===== src/pkg/adc_ctrl_pkg.sv =====
// Register indices, field positions, reset values and timing counts of the converter control
package adc_ctrl_pkg;
   // Register indices; byte address on the bus is four times the index
   localparam logic [7:0] IDX_CLOCK_DIV = 8'hF2;
   localparam logic [7:0] IDX_CONTROL = 8'hF3;
   localparam logic [7:0] IDX_RESULT_LOW = 8'hF4;
   localparam logic [7:0] IDX_RESULT_HIGH = 8'hF5;
   localparam logic [7:0] IDX_PIN_CONFIG = 8'hF6;
   localparam logic [7:0] IDX_INT_ENABLE = 8'hF7;
   // Control register field positions
   localparam int CTL_CHAN_LSB = 0;
   localparam int CTL_START = 3;
   localparam int CTL_EOC = 4;
   localparam int CTL_ENABLE = 5;
   localparam int CTL_PRECISION_IDLE_BIT = 6;
   // Interrupt enable register field positions
   localparam int IEN_CONVERTER = 1;
   localparam int IEN_GLOBAL = 7;
   // Reset values
   localparam logic [7:0] RST_CONTROL = 8'h00;
   localparam logic [4:0] RST_CLOCK_DIV = 5'h00;
   localparam logic [7:0] RST_PIN_CONFIG = 8'h00;
   localparam logic [9:0] RST_RESULT = 10'h000;
   // Timing counts in converter clock periods and peripheral clocks
   localparam logic [3:0] CONV_PERIODS = 4'hB;
   localparam logic [3:0] SAMPLE_PERIODS = 4'h1;
   localparam logic [6:0] DIV_FOR_ZERO = 7'h40;
   // Result width and bits kept in standard mode
   localparam int RESULT_BITS = 10;
   localparam int STANDARD_BITS = 8;
   // Conversion sequencer states
   typedef enum logic [1:0] {
      conv_idle,
      conv_sample,
      conv_bits
   } conv_state_type;
endpackage


===== src/logic/adc_conversion_control.sv =====
// Converter control: bus registers, prescaler, successive approximation sequencer, CPU halt
`timescale 1ns/1ps
// Function
// One of eight inputs muxed to converter
// Standard 8-bit and precision 10-bit modes
// Precision-idle start halts CPU, peripherals run
// Precision mode resumes CPU only via interrupt
// Other interrupts held until conversion ends; code holds them only for a precision-mode conversion
// Per-channel bit makes pin analog input
// Start on non-analog channel does nothing
// Conversion lasts eleven converter clock periods
// Software waits setup time after enabling
// Start bit launches, hardware clears on completion
// End flag set on result, software clears
// Interrupt request when flag and enable set
// Software also sets global interrupt enable
// Three-bit field selects input by index
// Linear codes, saturating at 000h and 3FFh
// Prescaler: zero divides 64, else twice
// Enable cleared gives standby, no conversions
// Precision-idle clear keeps CPU running
// Start ignored while busy; channel latched
module adc_conversion_control #(
   parameter int CHANNELS = 8, // Analog inputs on the multiplexer
   parameter int DIV_BITS = 5 // Width of the prescale field
) (
   input wire logic clock, // Peripheral clock
   input wire logic resetn, // Synchronous reset, active low
   input wire logic wb_cyc_i, // Bus cycle
   input wire logic wb_stb_i, // Bus strobe
   input wire logic wb_we_i, // Write direction
   input wire logic [9:0] wb_adr_i, // Byte address
   input wire logic [3:0] wb_sel_i, // Byte lanes
   input wire logic [31:0] wb_dat_i, // Write data
   output logic [31:0] wb_dat_o, // Read data
   output logic wb_ack_o, // Bus acknowledge
   input wire logic comparator_above, // Held input at or above trial level
   output logic [2:0] selected_analog_input, // Multiplexer select
   output logic [9:0] trial_code, // Trial level for the comparator
   output logic sample_hold, // Sample phase of the converter
   output logic converter_standby, // Low-power standby of the analog part
   output logic [7:0] analog_pin_config, // Pins given over to analog use
   output logic converter_irq, // End-of-conversion interrupt request
   output logic cpu_halt, // Freeze instruction execution
   output logic hold_other_irqs // Defer other interrupt service
);

   // Elaboration check of parameters the logic can serve
   // Other counts would need a wider multiplexer and prescaler
   if (CHANNELS != 8 || DIV_BITS != 5) begin : param_check
      $error("adc_conversion_control supports eight channels and a 5-bit prescaler");
   end

   // Bus decode
   logic bus_req; // Request seen this cycle
   logic wr_lane0; // Write hitting the low byte lane
   logic [7:0] reg_index; // Register index from byte address
   // Register state
   // Reserved bit seven of control is never stored
   logic [6:0] control_q; // Control bits below the reserved bit
   logic [4:0] clock_div_q; // Prescale value
   logic [7:0] pin_config_q; // Analog pin configuration
   logic int_enable_q; // Converter interrupt enable
   logic global_enable_q; // Global interrupt enable
   logic [9:0] result_q; // Conversion result
   // Sequencer state
   adc_ctrl_pkg::conv_state_type state_q; // Sequencer state
   logic [2:0] chan_latched_q; // Channel held for the whole conversion
   logic precision_q; // Conversion runs in precision mode
   logic [6:0] div_count_q; // Prescaler count within one period
   logic [3:0] period_q; // Converter periods done
   logic [9:0] sar_q; // Bits decided so far
   logic [9:0] bit_mask_q; // Bit under trial
   logic halt_q; // CPU frozen
   logic ack_q; // Registered acknowledge
   logic [31:0] rdata_q; // Registered read data
   // Events
   logic start_write; // Software asks for a conversion
   logic start_ok; // Start accepted
   logic period_end; // Last peripheral clock of a converter period
   logic conv_done; // Result ready this cycle
   logic eoc_clear; // Software clears the end flag
   logic disable_write; // Software switches the converter off
   logic [6:0] div_total; // Peripheral clocks per converter period

   // Prescale division: zero means 64, else twice the value
   function automatic logic [6:0] divide_ratio(input logic [4:0] converter_clock_divider);
      if (converter_clock_divider == 5'h00) begin
         divide_ratio = adc_ctrl_pkg::DIV_FOR_ZERO;
      end else begin
         divide_ratio = {1'b0, converter_clock_divider, 1'b0};
      end
   endfunction

   // Standard mode keeps only the upper bits of the result
   function automatic logic [9:0] mode_result(input logic [9:0] raw, input logic precise);
      if (precise) begin
         mode_result = raw;
      end else begin
         mode_result = {raw[9:2], 2'b00};
      end
   endfunction

   // Request decode and write conditions
   // Ack is registered, so a request is answered on the next edge; masking
   // with ack_q keeps a request that is still held from being taken twice
   assign bus_req = wb_cyc_i && wb_stb_i && !ack_q;
   assign wr_lane0 = bus_req && wb_we_i && wb_sel_i[0];
   assign reg_index = wb_adr_i[9:2];
   // Peripheral clocks per converter period follow the prescale register
   assign div_total = divide_ratio(clock_div_q);

   // Start request from a control write
   assign start_write = wr_lane0 && reg_index == adc_ctrl_pkg::IDX_CONTROL &&
                        wb_dat_i[adc_ctrl_pkg::CTL_START];
   // Start needs idle, enable and an analog pin on the chosen channel
   // Enable and channel come from the written byte itself, so one write can
   // switch on and launch; a set reserved top bit refuses the start
   assign start_ok = start_write && state_q == adc_ctrl_pkg::conv_idle &&
                     wb_dat_i[adc_ctrl_pkg::CTL_ENABLE] &&
                     wb_dat_i[adc_ctrl_pkg::CTL_PRECISION_IDLE_BIT + 1] == 1'b0 &&
                     pin_config_q[wb_dat_i[2:0]];
   // Period ends on the last peripheral clock of a converter period
   assign period_end = state_q != adc_ctrl_pkg::conv_idle && div_count_q == div_total - 7'h01;
   // Done on the last clock of the tenth bit period
   assign conv_done = state_q == adc_ctrl_pkg::conv_bits && period_end &&
                      period_q == adc_ctrl_pkg::CONV_PERIODS - 4'h1;
   // Software clear of the end flag by writing zero
   assign eoc_clear = wr_lane0 && reg_index == adc_ctrl_pkg::IDX_CONTROL &&
                      !wb_dat_i[adc_ctrl_pkg::CTL_EOC];
   // Software clearing the enable bit aborts any conversion at once
   assign disable_write = wr_lane0 && reg_index == adc_ctrl_pkg::IDX_CONTROL &&
                          !wb_dat_i[adc_ctrl_pkg::CTL_ENABLE];

   // Bus acknowledge, one cycle after the request
   // Ack drops the cycle after it is given, since the request is then masked
   always_ff @(posedge clock) begin
      if (!resetn) begin
         ack_q <= 1'b0;
      end else begin
         ack_q <= bus_req;
      end
   end

   // Read data mux, unmapped reads as zero
   // Result splits as its high eight bits and its low two bits
   // Interrupt enable reads back only its two defined bits
   always_ff @(posedge clock) begin
      if (!resetn) begin
         rdata_q <= 32'h0000_0000;
      end else if (bus_req) begin
         unique case (reg_index)
            adc_ctrl_pkg::IDX_CONTROL: begin
               rdata_q <= {25'h000_0000, control_q};
            end
            adc_ctrl_pkg::IDX_CLOCK_DIV: begin
               rdata_q <= {27'h000_0000, clock_div_q};
            end
            adc_ctrl_pkg::IDX_PIN_CONFIG: begin
               rdata_q <= {24'h00_0000, pin_config_q};
            end
            adc_ctrl_pkg::IDX_RESULT_HIGH: begin
               rdata_q <= {24'h00_0000, result_q[9:2]};
            end
            adc_ctrl_pkg::IDX_RESULT_LOW: begin
               rdata_q <= {30'h0000_0000, result_q[1:0]};
            end
            adc_ctrl_pkg::IDX_INT_ENABLE: begin
               rdata_q <= {24'h00_0000, global_enable_q, 5'h00, int_enable_q, 1'b0};
            end
            default: begin
               rdata_q <= 32'h0000_0000; // Unmapped
            end
         endcase
      end
   end

   // Control register: mode, enable, channel, start and end flag
   // Start bit reads one only while the sequencer runs
   always_ff @(posedge clock) begin
      if (!resetn) begin
         control_q <= adc_ctrl_pkg::RST_CONTROL[6:0];
      end else begin
         // Software fields
         if (wr_lane0 && reg_index == adc_ctrl_pkg::IDX_CONTROL) begin
            control_q[adc_ctrl_pkg::CTL_PRECISION_IDLE_BIT] <= wb_dat_i[adc_ctrl_pkg::CTL_PRECISION_IDLE_BIT];
            control_q[adc_ctrl_pkg::CTL_ENABLE] <= wb_dat_i[adc_ctrl_pkg::CTL_ENABLE];
            control_q[2:0] <= wb_dat_i[2:0];
         end
         // Start bit stands while converting
         if (start_ok) begin
            control_q[adc_ctrl_pkg::CTL_START] <= 1'b1;
         end else if (conv_done || state_q == adc_ctrl_pkg::conv_idle) begin
            control_q[adc_ctrl_pkg::CTL_START] <= 1'b0;
         end
         // End flag: hardware set wins over software clear
         if (conv_done) begin
            control_q[adc_ctrl_pkg::CTL_EOC] <= 1'b1;
         end else if (eoc_clear) begin
            control_q[adc_ctrl_pkg::CTL_EOC] <= 1'b0;
         end
      end
   end

   // Prescaler, pin configuration and interrupt enables
   always_ff @(posedge clock) begin
      if (!resetn) begin
         clock_div_q <= adc_ctrl_pkg::RST_CLOCK_DIV;
         pin_config_q <= adc_ctrl_pkg::RST_PIN_CONFIG;
         int_enable_q <= 1'b0;
         global_enable_q <= 1'b0;
      end else if (wr_lane0) begin
         if (reg_index == adc_ctrl_pkg::IDX_CLOCK_DIV) begin
            clock_div_q <= wb_dat_i[4:0];
         end
         if (reg_index == adc_ctrl_pkg::IDX_PIN_CONFIG) begin
            pin_config_q <= wb_dat_i[7:0];
         end
         if (reg_index == adc_ctrl_pkg::IDX_INT_ENABLE) begin
            int_enable_q <= wb_dat_i[adc_ctrl_pkg::IEN_CONVERTER];
            global_enable_q <= wb_dat_i[adc_ctrl_pkg::IEN_GLOBAL];
         end
      end
   end

   // Conversion sequencer: sample period then ten bit periods
   // Period count stands at one when the first bit period begins
   always_ff @(posedge clock) begin
      if (!resetn) begin
         state_q <= adc_ctrl_pkg::conv_idle;
         period_q <= 4'h0;
      end else if ((!control_q[adc_ctrl_pkg::CTL_ENABLE] || disable_write) &&
                   state_q != adc_ctrl_pkg::conv_idle) begin
         // Abort at once, so standby never overlaps a running conversion
         state_q <= adc_ctrl_pkg::conv_idle;
         period_q <= 4'h0;
      end else begin
         unique case (state_q)
            adc_ctrl_pkg::conv_idle: begin
               period_q <= 4'h0;
               // An accepted start write opens the sample period
               if (start_ok) begin
                  state_q <= adc_ctrl_pkg::conv_sample;
               end
            end
            adc_ctrl_pkg::conv_sample: begin
               if (period_end) begin
                  period_q <= adc_ctrl_pkg::SAMPLE_PERIODS;
                  state_q <= adc_ctrl_pkg::conv_bits;
               end
            end
            adc_ctrl_pkg::conv_bits: begin
               if (conv_done) begin
                  state_q <= adc_ctrl_pkg::conv_idle;
               end else if (period_end) begin
                  period_q <= period_q + 4'h1;
               end
            end
         endcase
      end
   end

   // Prescaler count, restarted at each start
   // Restarting at every period end keeps all periods equal
   always_ff @(posedge clock) begin
      if (!resetn) begin
         div_count_q <= 7'h00;
      end else if (state_q == adc_ctrl_pkg::conv_idle || period_end) begin
         div_count_q <= 7'h00;
      end else begin
         div_count_q <= div_count_q + 7'h01;
      end
   end

   // Channel and mode latched at start of the sample phase
   // Later channel writes leave a running conversion alone
   always_ff @(posedge clock) begin
      if (!resetn) begin
         chan_latched_q <= 3'h0;
         precision_q <= 1'b0;
      end else if (start_ok) begin
         chan_latched_q <= wb_dat_i[2:0];
         precision_q <= wb_dat_i[adc_ctrl_pkg::CTL_PRECISION_IDLE_BIT];
      end
   end

   // Successive approximation from the top bit down
   // Mask walks one place right per bit period; ten periods empty it
   always_ff @(posedge clock) begin
      if (!resetn) begin
         sar_q <= 10'h000;
         bit_mask_q <= 10'h000;
      end else if (start_ok) begin
         sar_q <= 10'h000;
         bit_mask_q <= 10'h200;
      end else if (state_q == adc_ctrl_pkg::conv_bits && period_end) begin
         // Keep the trial bit if the input is at or above it
         if (comparator_above) begin
            sar_q <= sar_q | bit_mask_q;
         end
         bit_mask_q <= {1'b0, bit_mask_q[9:1]};
      end
   end

   // Result register loaded as the end flag sets
   // The last trial bit is decided at the same edge that loads the result
   always_ff @(posedge clock) begin
      if (!resetn) begin
         result_q <= adc_ctrl_pkg::RST_RESULT;
      end else if (conv_done) begin
         result_q <= mode_result(comparator_above ? (sar_q | bit_mask_q) : sar_q,
                                 precision_q);
      end
   end

   // CPU freeze in precision mode, released by the interrupt
   // With the converter interrupt masked the CPU stays frozen, so software
   // must enable it before a precision start
   always_ff @(posedge clock) begin
      if (!resetn) begin
         halt_q <= 1'b0;
      end else if (start_ok) begin
         halt_q <= wb_dat_i[adc_ctrl_pkg::CTL_PRECISION_IDLE_BIT];
      end else if (converter_irq) begin
         halt_q <= 1'b0;
      end
   end

   // Outputs
   // Trial level rests at zero outside the bit phase
   assign wb_ack_o = ack_q;
   assign wb_dat_o = rdata_q;
   assign selected_analog_input = chan_latched_q;
   assign trial_code = state_q == adc_ctrl_pkg::conv_bits ? (sar_q | bit_mask_q) : 10'h000;
   assign sample_hold = state_q == adc_ctrl_pkg::conv_sample;
   assign converter_standby = !control_q[adc_ctrl_pkg::CTL_ENABLE];
   assign analog_pin_config = pin_config_q;
   assign converter_irq = control_q[adc_ctrl_pkg::CTL_EOC] && int_enable_q &&
                          global_enable_q;
   assign cpu_halt = halt_q;
   assign hold_other_irqs = precision_q && state_q != adc_ctrl_pkg::conv_idle;

endmodule


===== config.mk =====
export PLATFORM = sky130hd
export DESIGN_NAME = adc_conversion_control
export DESIGN_NICKNAME = d
export VERILOG_FILES = /design/src/pkg/adc_ctrl_pkg.sv /design/src/logic/adc_conversion_control.sv
export SDC_FILE = /design/constraint.sdc
export NUM_CORES = 1
export LEC_CHECK = 0
export BUFFER_PORTS_ARGS = -buffer_cell sky130_fd_sc_hd__clkbuf_2
export CAP_MARGIN = 20
export CORE_ASPECT_RATIO = 0.5
export CORE_MARGIN = 2
export CORE_UTILIZATION = 40
export DETAILED_ROUTE_END_ITERATION = 10
export HOLD_SLACK_MARGIN = 0.1
export PLACE_DENSITY = 0.64
export SLEW_MARGIN = 5
export SYNTH_ARGS = -nofsm -noshare
export SYNTH_HDL_FRONTEND = slang
export SYNTH_SLANG_ARGS = --single-unit

===== constraint.sdc =====
create_clock -name clock -period 3.64 [get_ports clock]
set_input_delay 0.728 -clock clock [delete_from_list [all_inputs] [get_ports clock]]
set_output_delay 0.728 -clock clock [all_outputs]
set_load 0.005 [all_outputs]

======== Word-level counts from Yosys, hierarchy flattened ========
Index checks and enable logic that the tools add are counted.
word-level totals
  register bits ........................... 103
  bits of input ports ..................... 52
  output and inout bits ................... 59
  logic and storage cells ................. 105
cells by class
  $add $sub $neg .......................... 3
  order comparisons ....................... 1
  equality and inequality tests ........... 15
  multiplexer cells ....................... 23
  bitwise gates (word level) .............. 3
  reduce and logical (&&, ||, !) cells .... 41
operators with widths
  operator               count
  $eq A8 B8 Y1 const B   6
  $pmux W8 S6            1
  $mux W10               4
  $logic_and A1 B1 Y1    19
  $mux W4                3
  $pmux W4 S3            1
  $or A10 B10 Y10        1
  $reduce_bool A2 Y1     5
  $mux W2                4
  $ne A2 B2 Y1 const B   4
  $add A7 B1 Y7 const B  1
  $eq A7 B7 Y1           1
  $mux W1                7
  $mux W7                1
  $sub A7 B1 Y7 const B  1
  $pmux W2 S3            1
  $reduce_and A2 Y1      3
  $reduce_and A3 Y1      2
  $reduce_or A2 Y1       3
  $logic_not A5 Y1       1
  $add A4 B1 Y4 const B  1
  $eq A4 B4 Y1 const B   1
  $logic_not A1 Y1       4
  $lt A3 B4 Y1 const B   1
  other kinds (7)        10

======== Longest topological paths before layout ========
  depth in word-level cells ............... 12
  mapped depth ............................ 9
  gate-level depth less buffers ........... 8

======== Least setup slack after synthesis ========
No wires, ideal clock.
  kind .................................... input to register
  start point ............................. input wb_adr_i[8]
  end point ............................... register state_q[0]
  library setup time ...................... 72 ps
  arrival time ............................ 2702 ps
  data required time ...................... 3568 ps
  path slack .............................. 866 ps
  stages on the path ...................... 7
  buffers on the path ..................... 1
  cells stage by stage .................... nand4_1 -> or4_1 -> or4_1 -> buf_6 -> and2_1 -> or4_1 -> a21oi_1
on the way
  word-level cells in the longest chain between the ends .. 9
  elaborated cells on any way between the ends .. 13
  those cells by class .................... eq/ne (2); reduce/logical (11)
ends and longest elaborated chain
  element                           line                                                          source
  start: declaration                adc_conversion_control.sv:32                                  input wire logic [9:0] wb_adr_i,
  $eq A8 B8 Y1 (*)                  adc_conversion_control.sv:114, adc_conversion_control.sv:132
  $logic_and A1 B1 Y1 (*)           adc_conversion_control.sv:114, adc_conversion_control.sv:132
  $logic_and A1 B1 Y1               adc_conversion_control.sv:114                                 assign start_write = wr_lane0 && reg_index == adc_ctrl_pkg::IDX_CONTROL &&
  $logic_and A1 B1 Y1 (2 in a row)  adc_conversion_control.sv:119                                 assign start_ok = start_write && state_q == adc_ctrl_pkg::conv_idle &&
  $logic_and A1 B1 Y1               adc_conversion_control.sv:120                                 wb_dat_i[adc_ctrl_pkg::CTL_ENABLE] &&
  $logic_and A1 B1 Y1               adc_conversion_control.sv:121                                 wb_dat_i[adc_ctrl_pkg::CTL_PRECISION_IDLE_BIT + 1] == 1'b0 &&
  $ne A2 B2 Y1 (no line)            -
  $reduce_and A3 Y1 (no line)       -
  end signal: assignment            adc_conversion_control.sv:230                                 state_q <= adc_ctrl_pkg::conv_idle;
  end signal: assignment            adc_conversion_control.sv:235                                 state_q <= adc_ctrl_pkg::conv_idle;
  end signal: assignment            adc_conversion_control.sv:243                                 state_q <= adc_ctrl_pkg::conv_sample;
  end: declaration                  adc_conversion_control.sv:67                                  adc_ctrl_pkg::conv_state_type state_q;
Every way passes the cells marked *; elsewhere a longest branch is shown, timed or not.
A chain may end at the register's enable or synchronous reset.

======== Worst setup path after layout ========
  start point ............................. register clock_div_q[0]
  end point ............................... register result_q[4]
on the way
  word-level cells in the longest chain between the ends .. 7
ends and longest elaborated chain
  element                               line                           source
  start: declaration                    adc_conversion_control.sv:61   logic [4:0] clock_div_q;
  start signal: assignment              adc_conversion_control.sv:208  clock_div_q <= adc_ctrl_pkg::RST_CLOCK_DIV;
  start signal: assignment              adc_conversion_control.sv:214  clock_div_q <= wb_dat_i[4:0];
  $logic_not A5 Y1                      adc_conversion_control.sv:88   if (converter_clock_divider == 5'h00) begin
  $mux W7 (*)                           adc_conversion_control.sv:88
  $sub A7 B1 Y7 (*)                     adc_conversion_control.sv:124  assign period_end = state_q != adc_ctrl_pkg::conv_idle && div_count_q == div_total - 7'h01;
  $eq A7 B7 Y1 (*)                      adc_conversion_control.sv:124
  $logic_and A1 B1 Y1 (*)               adc_conversion_control.sv:124
  $logic_and A1 B1 Y1 (*) (2 in a row)  adc_conversion_control.sv:126  assign conv_done = state_q == adc_ctrl_pkg::conv_bits && period_end &&
  end signal: assignment                adc_conversion_control.sv:309  result_q <= adc_ctrl_pkg::RST_RESULT;
  end signal: assignment                adc_conversion_control.sv:311  result_q <= mode_result(comparator_above ? (sar_q | bit_mask_q) : sar_q,
  end: declaration                      adc_conversion_control.sv:65   logic [9:0] result_q;
Marks and branches as above.

==> reports/summary.txt <==
Post-CTS Hold Buffers = 0
DRC viols = 0
Tot GR Track Use = 18.0%
die height = 73.3 microns
CP top delay family = simple AND/OR/NAND/NOR gates
most frequent cell after synthesis = nor2_1
VDD IR max = 0.190 mV
net count reported at finish = 565
initial antenna violation count = 0
worst slew pin tran = 667 ps
Compound-Gate Fraction of Synth Area = 14.0%
Slew Viols, Final = 0
Adder-Cell Fraction of Synth Area = 2.28%
CP Cell Sequence = inv_1 -> ha_1 -> nand2_1 -> or4_4 -> a2111oi_4 -> nand3_1 -> a211oi_1 -> nor3_1
die area = 10400 sq um
sequential share of the synthesized area = 41.2%
initial core utilization = 40.9%
Post-Synthesis Cells = 456
mux cell area share after synthesis = 9.51%
Post-Syn Area = 3840 sq um
row count = 25
Post-synth top cells = nor2_1, dfxtp_1, nand2_1, a21oi_1, mux2i_1
CTS tree = done
critical path peak fanout = 12
number of flops mapped to enable cells by yosys = 0
clk sinks = 79
status = finished, final reports clean
Post-CTS Setup Inserts = 0
Final period util = 85.7%
Worst setup EP type = flop
# diodes = 0
Async SR Flop Fraction = 0%
WP data arrival = 3320 ps
Netlist cell types = 49
DP Area = 4130 sq um
worst rel slew slack = 55.1%
post-synth top area share = 41.2%
Initial DRT Pass Iterations = 4
# setup viols final = 0
io pins = 111
skew final = 8.81 ps
H-tree levels = 3
clk_lat worst skew = 340 ps
first-pass GRT wire length = 14600 microns
DR vias = 3289
Worst path slowest cell = a2111oi_4
fmax = 0.321 GHz
max cap viols = 0
main combinational cell family by area after synthesis = simple AND/OR/NAND/NOR gates
crit path launch type = flop
P_leak = 1.85 nW
dpl hpwl = 6530 microns
Place WS = 535 ps
Placer Congestion = 0.841
worst min path class = reg2reg
Synth area leader = dfxtp_1
Top FF cell, synth = dfxtp_1
core footprint = 9380 sq um
Power Dens Cells = 402 nW/um^2
DR iter-0 viols = 253
syn_area_per_cell = 8.42 sq um
Max Buffers Root-to-Sink = 2
RR Startpoint = clock_div_q[0]
CTS Buf Count = 9
synth warn = 0
Design Area, Final = 4410 sq um
share of cells above drive strength 1 = 16.8%
synth top area cells = dfxtp_1, nor2_1, mux2i_1
chip width = 143 microns
Fin Setup TNS = 0 ps
CP max stage delay = 620 ps
I/O Buffers = 57
Req. time, crit path = 3840 ps
Final WS setup = 521 ps
Antenna Nets Post-Route = 0
CTS Root Cell = clkbuf_16
Congestion Overflow GR = 0
worst setup path start = clock_div_q[0]
Setup CP Type = reg2reg
flops & latches, synth = 79
DR WL/cell = 14.3 microns
Worst-path clk slew = 70 ps
post-CTS sizing = 0
overall routed net length = 9030 microns
simple-gate share of the synthesized area = 22.0%
RSZ-0062 raised after global routing = no
Via density = 5.20
largest net degree at the start of global routing = 44
vias in the first global route = 2873
Hold Startpoint = result_q[0]
Area growth syn-to-layout = 14.8%
Post-Synth XOR/XNOR Area = 2.51%
min Tclk post-route = 3120 ps
final hold vios = 0
CP Buf/Inv Count = 1
## routing by layer
layer / up-vias / track usage [%] / wire length (microns)
met4: 0 / 6.71 / 76
li1: 1637 / - / -
met2: 103 / 26.3 / 3850
met3: 6 / 4.43 / 467
met5: - / 0 / 0
met1: 1543 / 25.8 / 4640
## placed cells by master (no fill, tap or decap), drive strengths merged, types with 4 or more instances in the layout
| master | instances |
|---|---|
| nor3 | 12 |
| mux2i | 29 |
| a211oi | 10 |
| clkinv | 4 |
| clkbuf | 66 |
| xnor2 | 6 |
| nand3 | 18 |
| conb | 24 |
| and3 | 6 |
| xor2 | 5 |
| nor2b | 5 |
| dfxtp | 79 |
| buf | 5 |
| o21ai | 12 |
| a22oi | 6 |
| a21oi | 34 |
| or4 | 6 |
| nor2 | 81 |
| inv | 14 |
| ha | 7 |
| nand2 | 36 |
| and2 | 6 |
## power by group
group          leakage, nW  switching (mW)  internal, mW
Clock                0.132           0.380         0.468
Combinational         1.08          0.0442        0.0167
Sequential           0.636        0.000201         0.865
Total                 1.85           0.424          1.35
## cell type report
| class | instances | area, sq um |
|---|---|---|
| flip-flops and latches | 79 | 1580 |
| fillers | 954 | 4980 |
| clock inverters | 7 | 55.1 |
| clock buffers | 9 | 225 |
| well taps | 121 | 151 |
| multi-input cells | 341 | 2020 |
| repair buffers | 62 | 323 |
| inverters | 13 | 48.8 |
## stage by stage
stage	hold slack [ps]	instances	total power, mW	utilization (%)
floorplan	426	479	0.936	-
finish	458	632	1.77	47.0
detailed placement	452	616	0.945	44.0
CTS	462	632	1.79	47.0
global placement	443	616	0.945	44.0
global route	488	632	1.84	47.0
## cells by family (layout without fill, tap and decap cells)
logic type	after synthesis	in the layout
fa+ha+maj	7	7
xor+xnor	11	11
flops	79	79
buf+inv	59	91
other cells	1	24
simple gates	183	183
mux	33	33
compound gates	83	83
## registers in the layout (all words and copies together), names as in the netlist, 4 cells and up
signal and cells:
wb_dat_o 8, analog_pin_config 8, control_q 7, div_count_q 7
clock_div_q 5, sar_q 10, result_q 10, period_q 4
bit_mask_q 10
## worst register-to-register path, cell delays in order (launching register included)
cell and delay (ps):
dfxtp_1 350, inv_1 90, ha_1 220, nand2_1 60, or4_4 520, a2111oi_4 620, nand3_1 560, a211oi_1 480
nor3_1 80
## final timing paths
check / endpoint / slack, ps / cells after the start
setup / recovery: result_q[4] / 520 / 8
hold / removal: result_q[0] / 460 / 2
setup reg to reg: result_q[4] / 520 / 8
hold reg to reg: result_q[0] / 460 / 2
No activity file was read; power rests on OpenSTA's default activity.
